[config.mk]
export PLATFORM = sky130hd
export DESIGN_NAME = otp_cmd_device_flat
export DESIGN_NICKNAME = d
export VERILOG_FILES = /design/src/rtl/otp_cmd_pkg.sv /design/src/rtl/otp_link_if.sv /design/src/rtl/otp_cmd_device.sv /design/src/flat_wrapper.sv
export SDC_FILE = /design/constraint.sdc
export NUM_CORES = 2
export LEC_CHECK = 0
export BUFFER_PORTS_ARGS = -buffer_cell sky130_fd_sc_hd__buf_2
export CORE_ASPECT_RATIO = 1.5
export CORE_UTILIZATION = 30
export CTS_BUF_LIST = sky130_fd_sc_hd__clkbuf_16
export DETAILED_ROUTE_END_ITERATION = 8
export RECOVER_POWER = 25
export SYNTH_ARGS = -nofsm -noshare
export SYNTH_HDL_FRONTEND = slang
export SYNTH_SLANG_ARGS = --single-unit
[constraint.sdc]
create_clock -name I_CLK_SYS -period 56.2 [get_ports I_CLK_SYS]
set_clock_uncertainty 0.1 [all_clocks]
set_input_delay 0 -clock I_CLK_SYS [delete_from_list [all_inputs] [get_ports I_CLK_SYS]]
set_output_delay 0 -clock I_CLK_SYS [all_outputs]
set_load 0.02 [all_outputs]
[src/rtl/otp_cmd_pkg.sv]
// Shared constants for the store, status and CRC command link
package otp_cmd_pkg;
  // Command codes
  localparam logic [7:0] CMD_DRIVE_RAIL_INIT = 8'h14;
  localparam logic [7:0] CMD_SUPPLY_INIT     = 8'h15;
  localparam logic [7:0] CMD_RAM_WRITE_BW    = 8'h24;
  localparam logic [7:0] CMD_RAM_WRITE_RED   = 8'h26;
  localparam logic [7:0] CMD_OPTION_READ     = 8'h2D;
  localparam logic [7:0] CMD_USER_ID_READ    = 8'h2E;
  localparam logic [7:0] CMD_STATUS_READ     = 8'h2F;
  localparam logic [7:0] CMD_WS_PROGRAM      = 8'h30;
  localparam logic [7:0] CMD_WS_LOAD         = 8'h31;
  localparam logic [7:0] CMD_TABLE_WRITE     = 8'h32;
  localparam logic [7:0] CMD_CRC_CALC        = 8'h34;
  localparam logic [7:0] CMD_CRC_READ        = 8'h35;
  localparam logic [7:0] CMD_SEL_PROGRAM     = 8'h36;
  localparam logic [7:0] CMD_SEL_WRITE       = 8'h37;
  localparam logic [7:0] CMD_USER_ID_WRITE   = 8'h38;
  // Parameter byte counts
  localparam int TABLE_BYTES  = 70;
  localparam int SEL_BYTES    = 7;
  localparam int USER_ID_BYTES = 10;
  localparam int OPTION_BYTES = 8;
  // Status byte field positions
  localparam int ST_DRIVE_RAIL = 5;
  localparam int ST_SUPPLY     = 4;
  localparam int ST_BUSY       = 2;
  // CRC-16 seed and polynomial
  localparam logic [15:0] CRC_SEED = 16'hFFFF;
  localparam logic [15:0] CRC_POLY = 16'h1021;
  // Host register offsets
  localparam logic [4:0] HREG_TX   = 5'h00;
  localparam logic [4:0] HREG_READ = 5'h04;
  localparam logic [4:0] HREG_RX   = 5'h08;
  localparam logic [4:0] HREG_CFG  = 5'h0C;
  localparam logic [4:0] HREG_STAT = 5'h10;
  // Host field positions
  localparam int TX_DC       = 8;
  localparam int RX_VALID    = 8;
  localparam int CFG_CLK_ON  = 0;
  localparam int HS_BUSY     = 0;
  localparam int HS_RAIL_INI = 1;
  localparam int HS_SUP_INI  = 2;
  localparam int HS_RAM_OK   = 3;
  localparam int HS_REFUSED  = 4;
  localparam int HS_SHORT    = 5;
endpackage

[src/rtl/otp_link_if.sv]
// Byte link between host controller and display driver command port
`timescale 1ns/1ps
`default_nettype none
interface otp_link_if;
  logic       wr;
  logic       dc;
  logic [7:0] wdata;
  logic       rd;
  logic       rd_valid;
  logic       rd_dc;
  logic [7:0] rdata;
  logic       busy;
  modport dev  (input wr, dc, wdata, rd, output rd_valid, rd_dc, rdata, busy);
  modport host (output wr, dc, wdata, rd, input rd_valid, rd_dc, rdata, busy);
endinterface
`default_nettype wire

[src/rtl/otp_cmd_device.sv]
// Display driver end: store, status and CRC command interpreter
// Function
// - Status read returns one byte, reset 0x22
// - Bit 5 drive rail not ready, reset 1
// - Bit 4 supply input low, reset 0
// - Bit 2 busy, bit 3 zero
// - Bits 1..0 fixed chip code
// - 0x14 and 0x15 validate rail, supply flags
// - Waveform program writes store from loaded content
// - Waveform load copies store into working table
// - Host keeps clock gate on for store ops
// - Busy high during program, load, CRC
// - Table write takes 70 parameter bytes
// - CRC over stored waveform setting, busy held
// - CRC read returns upper byte first
// - Selection program stores selection and user ID
// - Selection write seven bytes, first bit7 only
// - Sixth, seventh bytes module ID and version
// - User ID write takes ten bytes
`timescale 1ns/1ps
`default_nettype none
module otp_cmd_device
  import otp_cmd_pkg::*;
#(
  parameter logic [1:0] CHIP_ID    = 2'b10,  // Arbitrary value
  parameter logic [7:0] COM_LEVEL  = 8'h00
) (
  // Clock and reset
  input  wire logic I_CLK_SYS,
  input  wire logic I_SYS_RST,
  // Link
  otp_link_if.dev   link,
  // Analog sense
  input  wire logic I_DRIVE_RAIL_READY,
  input  wire logic I_SUPPLY_LOW,
  // Status out
  output logic      O_BUSY,
  output logic      O_SPARE_COM_SEL
);
  typedef enum logic {IDLE, OP} state_e;
  typedef struct packed {
    state_e                        state;
    logic [7:0]                    cmd;
    logic [6:0]                    idx;
    logic [6:0]                    cnt;
    logic                          rail_valid;
    logic                          supply_valid;
    logic [15:0]                   crc;
    logic [TABLE_BYTES-1:0][7:0]   table_reg;
    logic [TABLE_BYTES-1:0][7:0]   store_table;
    logic [SEL_BYTES-1:0][7:0]     sel;
    logic [SEL_BYTES-1:0][7:0]     store_sel;
    logic [USER_ID_BYTES-1:0][7:0] uid;
    logic [USER_ID_BYTES-1:0][7:0] store_uid;
    logic                          rd_valid;
    logic                          rd_dc;
    logic [7:0]                    rdata;
    logic                          busy;
  } dev_s;

  dev_s r;
  dev_s next_r;
  logic cmd_take;
  logic par_take;

  // Command and parameter bytes told apart by the data select
  assign cmd_take = link.wr && !link.dc;
  assign par_take = link.wr && link.dc;

  function automatic logic [15:0] crc_byte(input logic [15:0] c, input logic [7:0] b);
    logic [15:0] v;
    v = c ^ {b, 8'h00};
    for (int k = 0; k < 8; k++) begin
      v = v[15] ? ((v << 1) ^ CRC_POLY) : (v << 1);
    end
    return v;
  endfunction

  function automatic logic [7:0] read_byte(input dev_s s, input logic a, input logic u);
    logic [7:0] b;
    b = 8'h00;
    case (s.cmd)
      CMD_STATUS_READ: begin
        // Flags show their reset values until their init commands arrive
        b[ST_DRIVE_RAIL] = s.rail_valid ? ~a : 1'b1;
        b[ST_SUPPLY]     = s.supply_valid & u;
        b[ST_BUSY]       = s.busy;
        b[1:0]           = CHIP_ID;
      end
      CMD_CRC_READ: begin
        if (s.idx == 7'd0) b = s.crc[15:8];
        else if (s.idx == 7'd1) b = s.crc[7:0];
      end
      CMD_USER_ID_READ: begin
        if (s.idx < 7'(USER_ID_BYTES)) b = s.store_uid[s.idx];
      end
      CMD_OPTION_READ: begin
        if (s.idx == 7'd0) b = s.store_sel[0];
        else if (s.idx == 7'd1) b = COM_LEVEL;
        else if (s.idx < 7'(OPTION_BYTES)) b = s.store_sel[s.idx - 7'd1];
      end
      default: b = 8'h00;
    endcase
    return b;
  endfunction

  // Index saturates so stray extra bytes never wrap back onto index 0
  function automatic logic [6:0] idx_step(input logic [6:0] i);
    logic [6:0] n;
    n = i + 7'd1;
    if (i == 7'h7F) n = i;
    return n;
  endfunction

  // Selection program walks the user ID list, table ops the whole table
  function automatic logic op_done(input logic [7:0] c, input logic [6:0] n);
    logic d;
    case (c)
      CMD_SEL_PROGRAM: d = (n == 7'(USER_ID_BYTES - 1));
      default:         d = (n == 7'(TABLE_BYTES - 1));
    endcase
    return d;
  endfunction

  always_comb begin
    next_r = r;
    next_r.rd_valid = 1'b0;
    next_r.rd_dc = 1'b0;
    next_r.rdata = 8'h00;
    // Reads answered even while busy; they then return 0x00, as the current command is the store command
    if (link.rd) begin
      next_r.rd_valid = 1'b1;
      next_r.rd_dc = 1'b1;
      next_r.rdata = read_byte(r, I_DRIVE_RAIL_READY, I_SUPPLY_LOW);
      next_r.idx = idx_step(r.idx);
    end
    case (r.state)
      IDLE: begin
        if (cmd_take) begin
          next_r.cmd = link.wdata;
          next_r.idx = 7'd0;
          next_r.cnt = 7'd0;
          case (link.wdata)
            CMD_DRIVE_RAIL_INIT: next_r.rail_valid = 1'b1;
            CMD_SUPPLY_INIT: next_r.supply_valid = 1'b1;
            CMD_WS_PROGRAM, CMD_WS_LOAD, CMD_SEL_PROGRAM: next_r.state = OP;
            CMD_CRC_CALC: begin
              next_r.state = OP;
              next_r.crc = CRC_SEED;
            end
            default: next_r.state = IDLE;
          endcase
        end else if (par_take) begin
          next_r.idx = idx_step(r.idx);
          case (r.cmd)
            CMD_TABLE_WRITE: begin
              if (r.idx < 7'(TABLE_BYTES)) next_r.table_reg[r.idx] = link.wdata;
            end
            CMD_SEL_WRITE: begin
              if (r.idx == 7'd0) next_r.sel[0] = {link.wdata[7], 7'h00};
              else if (r.idx < 7'(SEL_BYTES)) next_r.sel[r.idx] = link.wdata;
            end
            CMD_USER_ID_WRITE: begin
              if (r.idx < 7'(USER_ID_BYTES)) next_r.uid[r.idx] = link.wdata;
            end
            default: next_r.idx = idx_step(r.idx);
          endcase
        end
      end
      OP: begin
        // Link writes are dropped until the operation ends
        next_r.cnt = r.cnt + 7'd1;
        case (r.cmd)
          CMD_WS_PROGRAM: next_r.store_table[r.cnt] = r.table_reg[r.cnt];
          CMD_WS_LOAD: next_r.table_reg[r.cnt] = r.store_table[r.cnt];
          CMD_CRC_CALC: next_r.crc = crc_byte(r.crc, r.store_table[r.cnt]);
          default: begin
            if (r.cnt < 7'(SEL_BYTES)) next_r.store_sel[r.cnt] = r.sel[r.cnt];
            next_r.store_uid[r.cnt] = r.uid[r.cnt];
          end
        endcase
        if (op_done(r.cmd, r.cnt)) begin
          next_r.state = IDLE;
        end
      end
      default: next_r.state = IDLE;
    endcase
    next_r.busy = (next_r.state == OP);
  end

  always_ff @(posedge I_CLK_SYS or posedge I_SYS_RST) begin
    if (I_SYS_RST) begin
      r <= '0;
      r.state <= IDLE;
    end else begin
      r <= next_r;
    end
  end

  assign link.rd_valid   = r.rd_valid;
  assign link.rd_dc      = r.rd_dc;
  assign link.rdata      = r.rdata;
  assign link.busy       = r.busy;
  assign O_BUSY          = r.busy;
  assign O_SPARE_COM_SEL = r.store_sel[0][7];
endmodule
`default_nettype wire

[src/flat_wrapper.sv]
// flat-port wrapper written by rule: the top's interface ports become plain ports
module otp_cmd_device_flat import otp_cmd_pkg::*;
#(
  parameter logic [1:0] CHIP_ID    = 2'b10,                    
  parameter logic [7:0] COM_LEVEL  = 8'h00
)
  (I_CLK_SYS, I_SYS_RST, I_DRIVE_RAIL_READY, I_SUPPLY_LOW, O_BUSY, O_SPARE_COM_SEL, link_wr, link_dc, link_wdata, link_rd, link_rd_valid, link_rd_dc, link_rdata, link_busy);
  otp_link_if link_i ();
  input  wire logic I_CLK_SYS;
  input  wire logic I_SYS_RST;
  input  wire logic I_DRIVE_RAIL_READY;
  input  wire logic I_SUPPLY_LOW;
  output logic O_BUSY;
  output logic O_SPARE_COM_SEL;
  input wire logic [$bits(link_i.wr)-1:0] link_wr;
  input wire logic [$bits(link_i.dc)-1:0] link_dc;
  input wire logic [$bits(link_i.wdata)-1:0] link_wdata;
  input wire logic [$bits(link_i.rd)-1:0] link_rd;
  output wire logic [$bits(link_i.rd_valid)-1:0] link_rd_valid;
  output wire logic [$bits(link_i.rd_dc)-1:0] link_rd_dc;
  output wire logic [$bits(link_i.rdata)-1:0] link_rdata;
  output wire logic [$bits(link_i.busy)-1:0] link_busy;
  assign link_i.wr = link_wr;
  assign link_i.dc = link_dc;
  assign link_i.wdata = link_wdata;
  assign link_i.rd = link_rd;
  assign link_rd_valid = link_i.rd_valid;
  assign link_rd_dc = link_i.rd_dc;
  assign link_rdata = link_i.rdata;
  assign link_busy = link_i.busy;
  otp_cmd_device #(.CHIP_ID(CHIP_ID), .COM_LEVEL(COM_LEVEL)) u_core (.I_CLK_SYS(I_CLK_SYS), .I_SYS_RST(I_SYS_RST), .link(link_i), .I_DRIVE_RAIL_READY(I_DRIVE_RAIL_READY), .I_SUPPLY_LOW(I_SUPPLY_LOW), .O_BUSY(O_BUSY), .O_SPARE_COM_SEL(O_SPARE_COM_SEL));
endmodule
==> results_dict.tcl <==
set metrics [dict create \
    drc 0 \
    r2r_setup_slack_ps 49180 \
    chipWidth_um 396 \
    grt_max_degree 195 \
    fin_util_pct 33.7 \
    status "finished, violations left" \
    p_leak_uw 0.0317 \
    relSlewSlack_pct -490 \
    dp_slack_ps 49840 \
    fp.dieArea_um2 235000 \
    n_fill_cell 23500 \
    synth_cells 7274 \
    path_clk_slew_ps 60 \
    final_area_um2 77900 \
    yosysWarnings 0 \
    crit_arrival_ps 13310 \
    synth-async-reset-ratio_pct 100 \
    num_rows 216 \
    hold_class "in2reg" \
    htreeDepth 4 \
    cts-root-buf "clkbuf_16" \
    fp.dieH_um 593 \
    worst-path-max-fanout 157 \
    initialDrtViolationCount 6825 \
    maxSlewViolCount 974 \
    syn_nets 7298 \
    placed_area_um2 73300 \
    grt_util_all_layers_pct 23.6 \
    dominantRegCellSynth "dfrtp_1" \
    routedWlPerCell_um 27.8 \
    reg2reg_depth 7 \
    globalplace.congestion 0.989 \
    reg2reg_to "u_core.r[729]" \
    ys_ff_latch 1442 \
    hold_path_end "u_core.link.rdata[4]" \
    setup_viol 0 \
    r2r-start "u_core.r[1443]" \
    grt-ovfl-total 0 \
    p_per_area_nw_per_um2 46.5 \
    finalHoldViolCount 0 \
    cts_sinks 1442 \
    first_global_vias 59400 \
    cts_tree "built" \
    cp.required_ps 54820 \
    fin_crit_ps 14700 \
    num_io_pins 28 \
    ys_seq_area_share_pct 51.6 \
    grt_pass1_wl_mm 413 \
    core_um2 231000 \
    max-cap-violations 13 \
    start_util_pct 30.2 \
    cts_buffers 149 \
    final_cell_mix "dfrtp_1 (1436), nand2_1 (1226), o21ai_0 (1039)" \
    finalCritPeriodShare_pct 26.2 \
    syn_to_final_growth_pct 11.5 \
    final_nets 7071 \
    detail_route.vias_per_cell 5.93 \
    synth_cell_types 84 \
    fin_ws_ps 41500 \
    drive_gt1_share_pct 11.8 \
    fin_tns_setup_ps 0 \
    mappedNetlistArea_um2 69900 \
    ctsResizeCount 0 \
    io_buffer_count 27 \
    ir_worst_vdd_mv 0.0407 \
    final_common_cell "dfrtp_1" \
    cts_buffer_depth 4 \
    rsz0062_at_grt "no" \
    grt_antenna_before_repair 10 \
    first_pass_iters 7 \
    critical_path.endpoint_type "async pin" \
    path_class "in2async" \
    routed_wl_mm 284 \
    start_kind "primary input" \
    hold_slack_ps 71.7 \
    hold_start "I_SUPPLY_LOW" \
    violations "max-capacitance violations, max-slew violations" \
    synth_edf_count 0 \
    hold_depth 4 \
    syn_area_per_cell_um2 9.61 \
    max_freq_mhz 68.0 \
    ant_nets 0 \
    via_count 60600 \
    dpl.hpwl_mm 184 \
    insertion_delay_ps 840 \
    worst_pin_slew_ps 8850 \
]
registers in the layout, summed over array words and instances (netlist names):
signal,cells
u_core.r,1432
u_core.link.rd_dc,1
u_core.O_SPARE_COM_SEL,1
u_core.link.rdata,8
report_power, final:
group | switching, µW | total (µW) | internal, µW
combinational | 1200 | 1500 | 310
clock | 431 | 971 | 539
sequential | 57.1 | 1150 | 1090
total | 1680 | 3620 | 1940
metal layers:
| layer | share of wire [%] | vias to the layer above | GRT usage [%] |
|---|---|---|---|
| met5 | 0.025 | - | 0 |
| met4 | 9.8 | 10 | 20.0 |
| met3 | 8.6 | 1198 | 4.52 |
| met2 | 47 | 3541 | 38.5 |
| met1 | 35 | 30000 | 26.8 |
| li1 | - | 25900 | - |
cells by family after synthesis:
kind of cell	Yosys count	share of synthesized area [%]
AOI/OAI and AO/OA	2556	22.9
xor gates and xnor gates	28	0.412
adders and majority gates	9	0.161
buffers and inverters	644	3.81
DFF	1442	51.6
muxes	515	9.16
and+or+nand+nor	2080	11.9
stage by stage:
step                instances  total power (µW)
detailed placement       9929              2600
floorplan                7274              1930
CTS                     10200              3570
global route            10200              3670
finish                  10200              3620
global placement         9927              2590
how the worst max path moves through the flow:
stage	startpoint	end	depth (start not counted)
floorplan	I_SYS_RST	u_core.O_SPARE_COM_SEL	1
global placement	u_core.r[1423]	u_core.r[1411]	14
detailed placement	u_core.r[1423]	u_core.r[1411]	14
CTS	u_core.r[1423]	u_core.r[1411]	14
global route	I_SYS_RST	u_core.r[564]	6
finish	I_SYS_RST	u_core.r[1215]	6
area by class of cell:
| class | instances | area, µm² | area share [%] |
|---|---|---|---|
| multi-input cells | 5188 | 31500 | 40.4 |
| clock buffers | 152 | 3800 | 4.88 |
| inverters | 15 | 57.6 | 0.0739 |
| clock inverters | 104 | 739 | 0.949 |
| repair buffers | 251 | 1880 | 2.42 |
| well taps | 3052 | 3820 | 4.90 |
| diodes | 6 | 15.0 | 0.0193 |
| flip-flops and latches | 1442 | 36100 | 46.3 |
worst max-delay path: stages:
cell and delay (ps):
dlygate4sd3_1 530, buf_2 110, dlygate4sd3_1 560, clkinvlp_2 2690, clkbuf_1 2610, clkbuf_1 6330
synthesized netlist by cell type (9+ instances only):
master	count	area, µm²
mux2i_1	155	1550
clkbuf_1	459	1720
ha_1	9	113
nor2b_1	19	119
nand2_1	1229	4610
mux2_2	288	3240
buf_1	56	210
a21oi_1	369	1850
a22oi_1	586	4400
a211oi_1	12	90.1
dfrtp_1	1442	36100
a222oi_1	12	120
o21ai_0	1044	5230
nand3_1	78	390
o22ai_1	99	619
and3_1	13	81.3
mux4_2	71	1600
o21ai_1	25	125
inv_1	9	33.8
nand4_1	16	100
nor3_1	34	170
o22a_1	67	587
a221o_1	22	220
and2_1	14	87.6
o211ai_1	9	67.6
a22o_1	46	403
nand3b_1	14	105
xor2_1	13	114
nand2b_1	10	62.6
a31oi_1	34	213
a221oi_1	146	1280
xnor2_1	11	96.3
buf_2	76	380
o221ai_1	17	149
nor2_1	611	2290
buf_4	36	270
timing repair:
item,CTS,global route
hold buffers,18,0
setup buffers,0,0
hold endpoints to repair,334,0
Note: power is estimated with default switching activity, not from simulation.
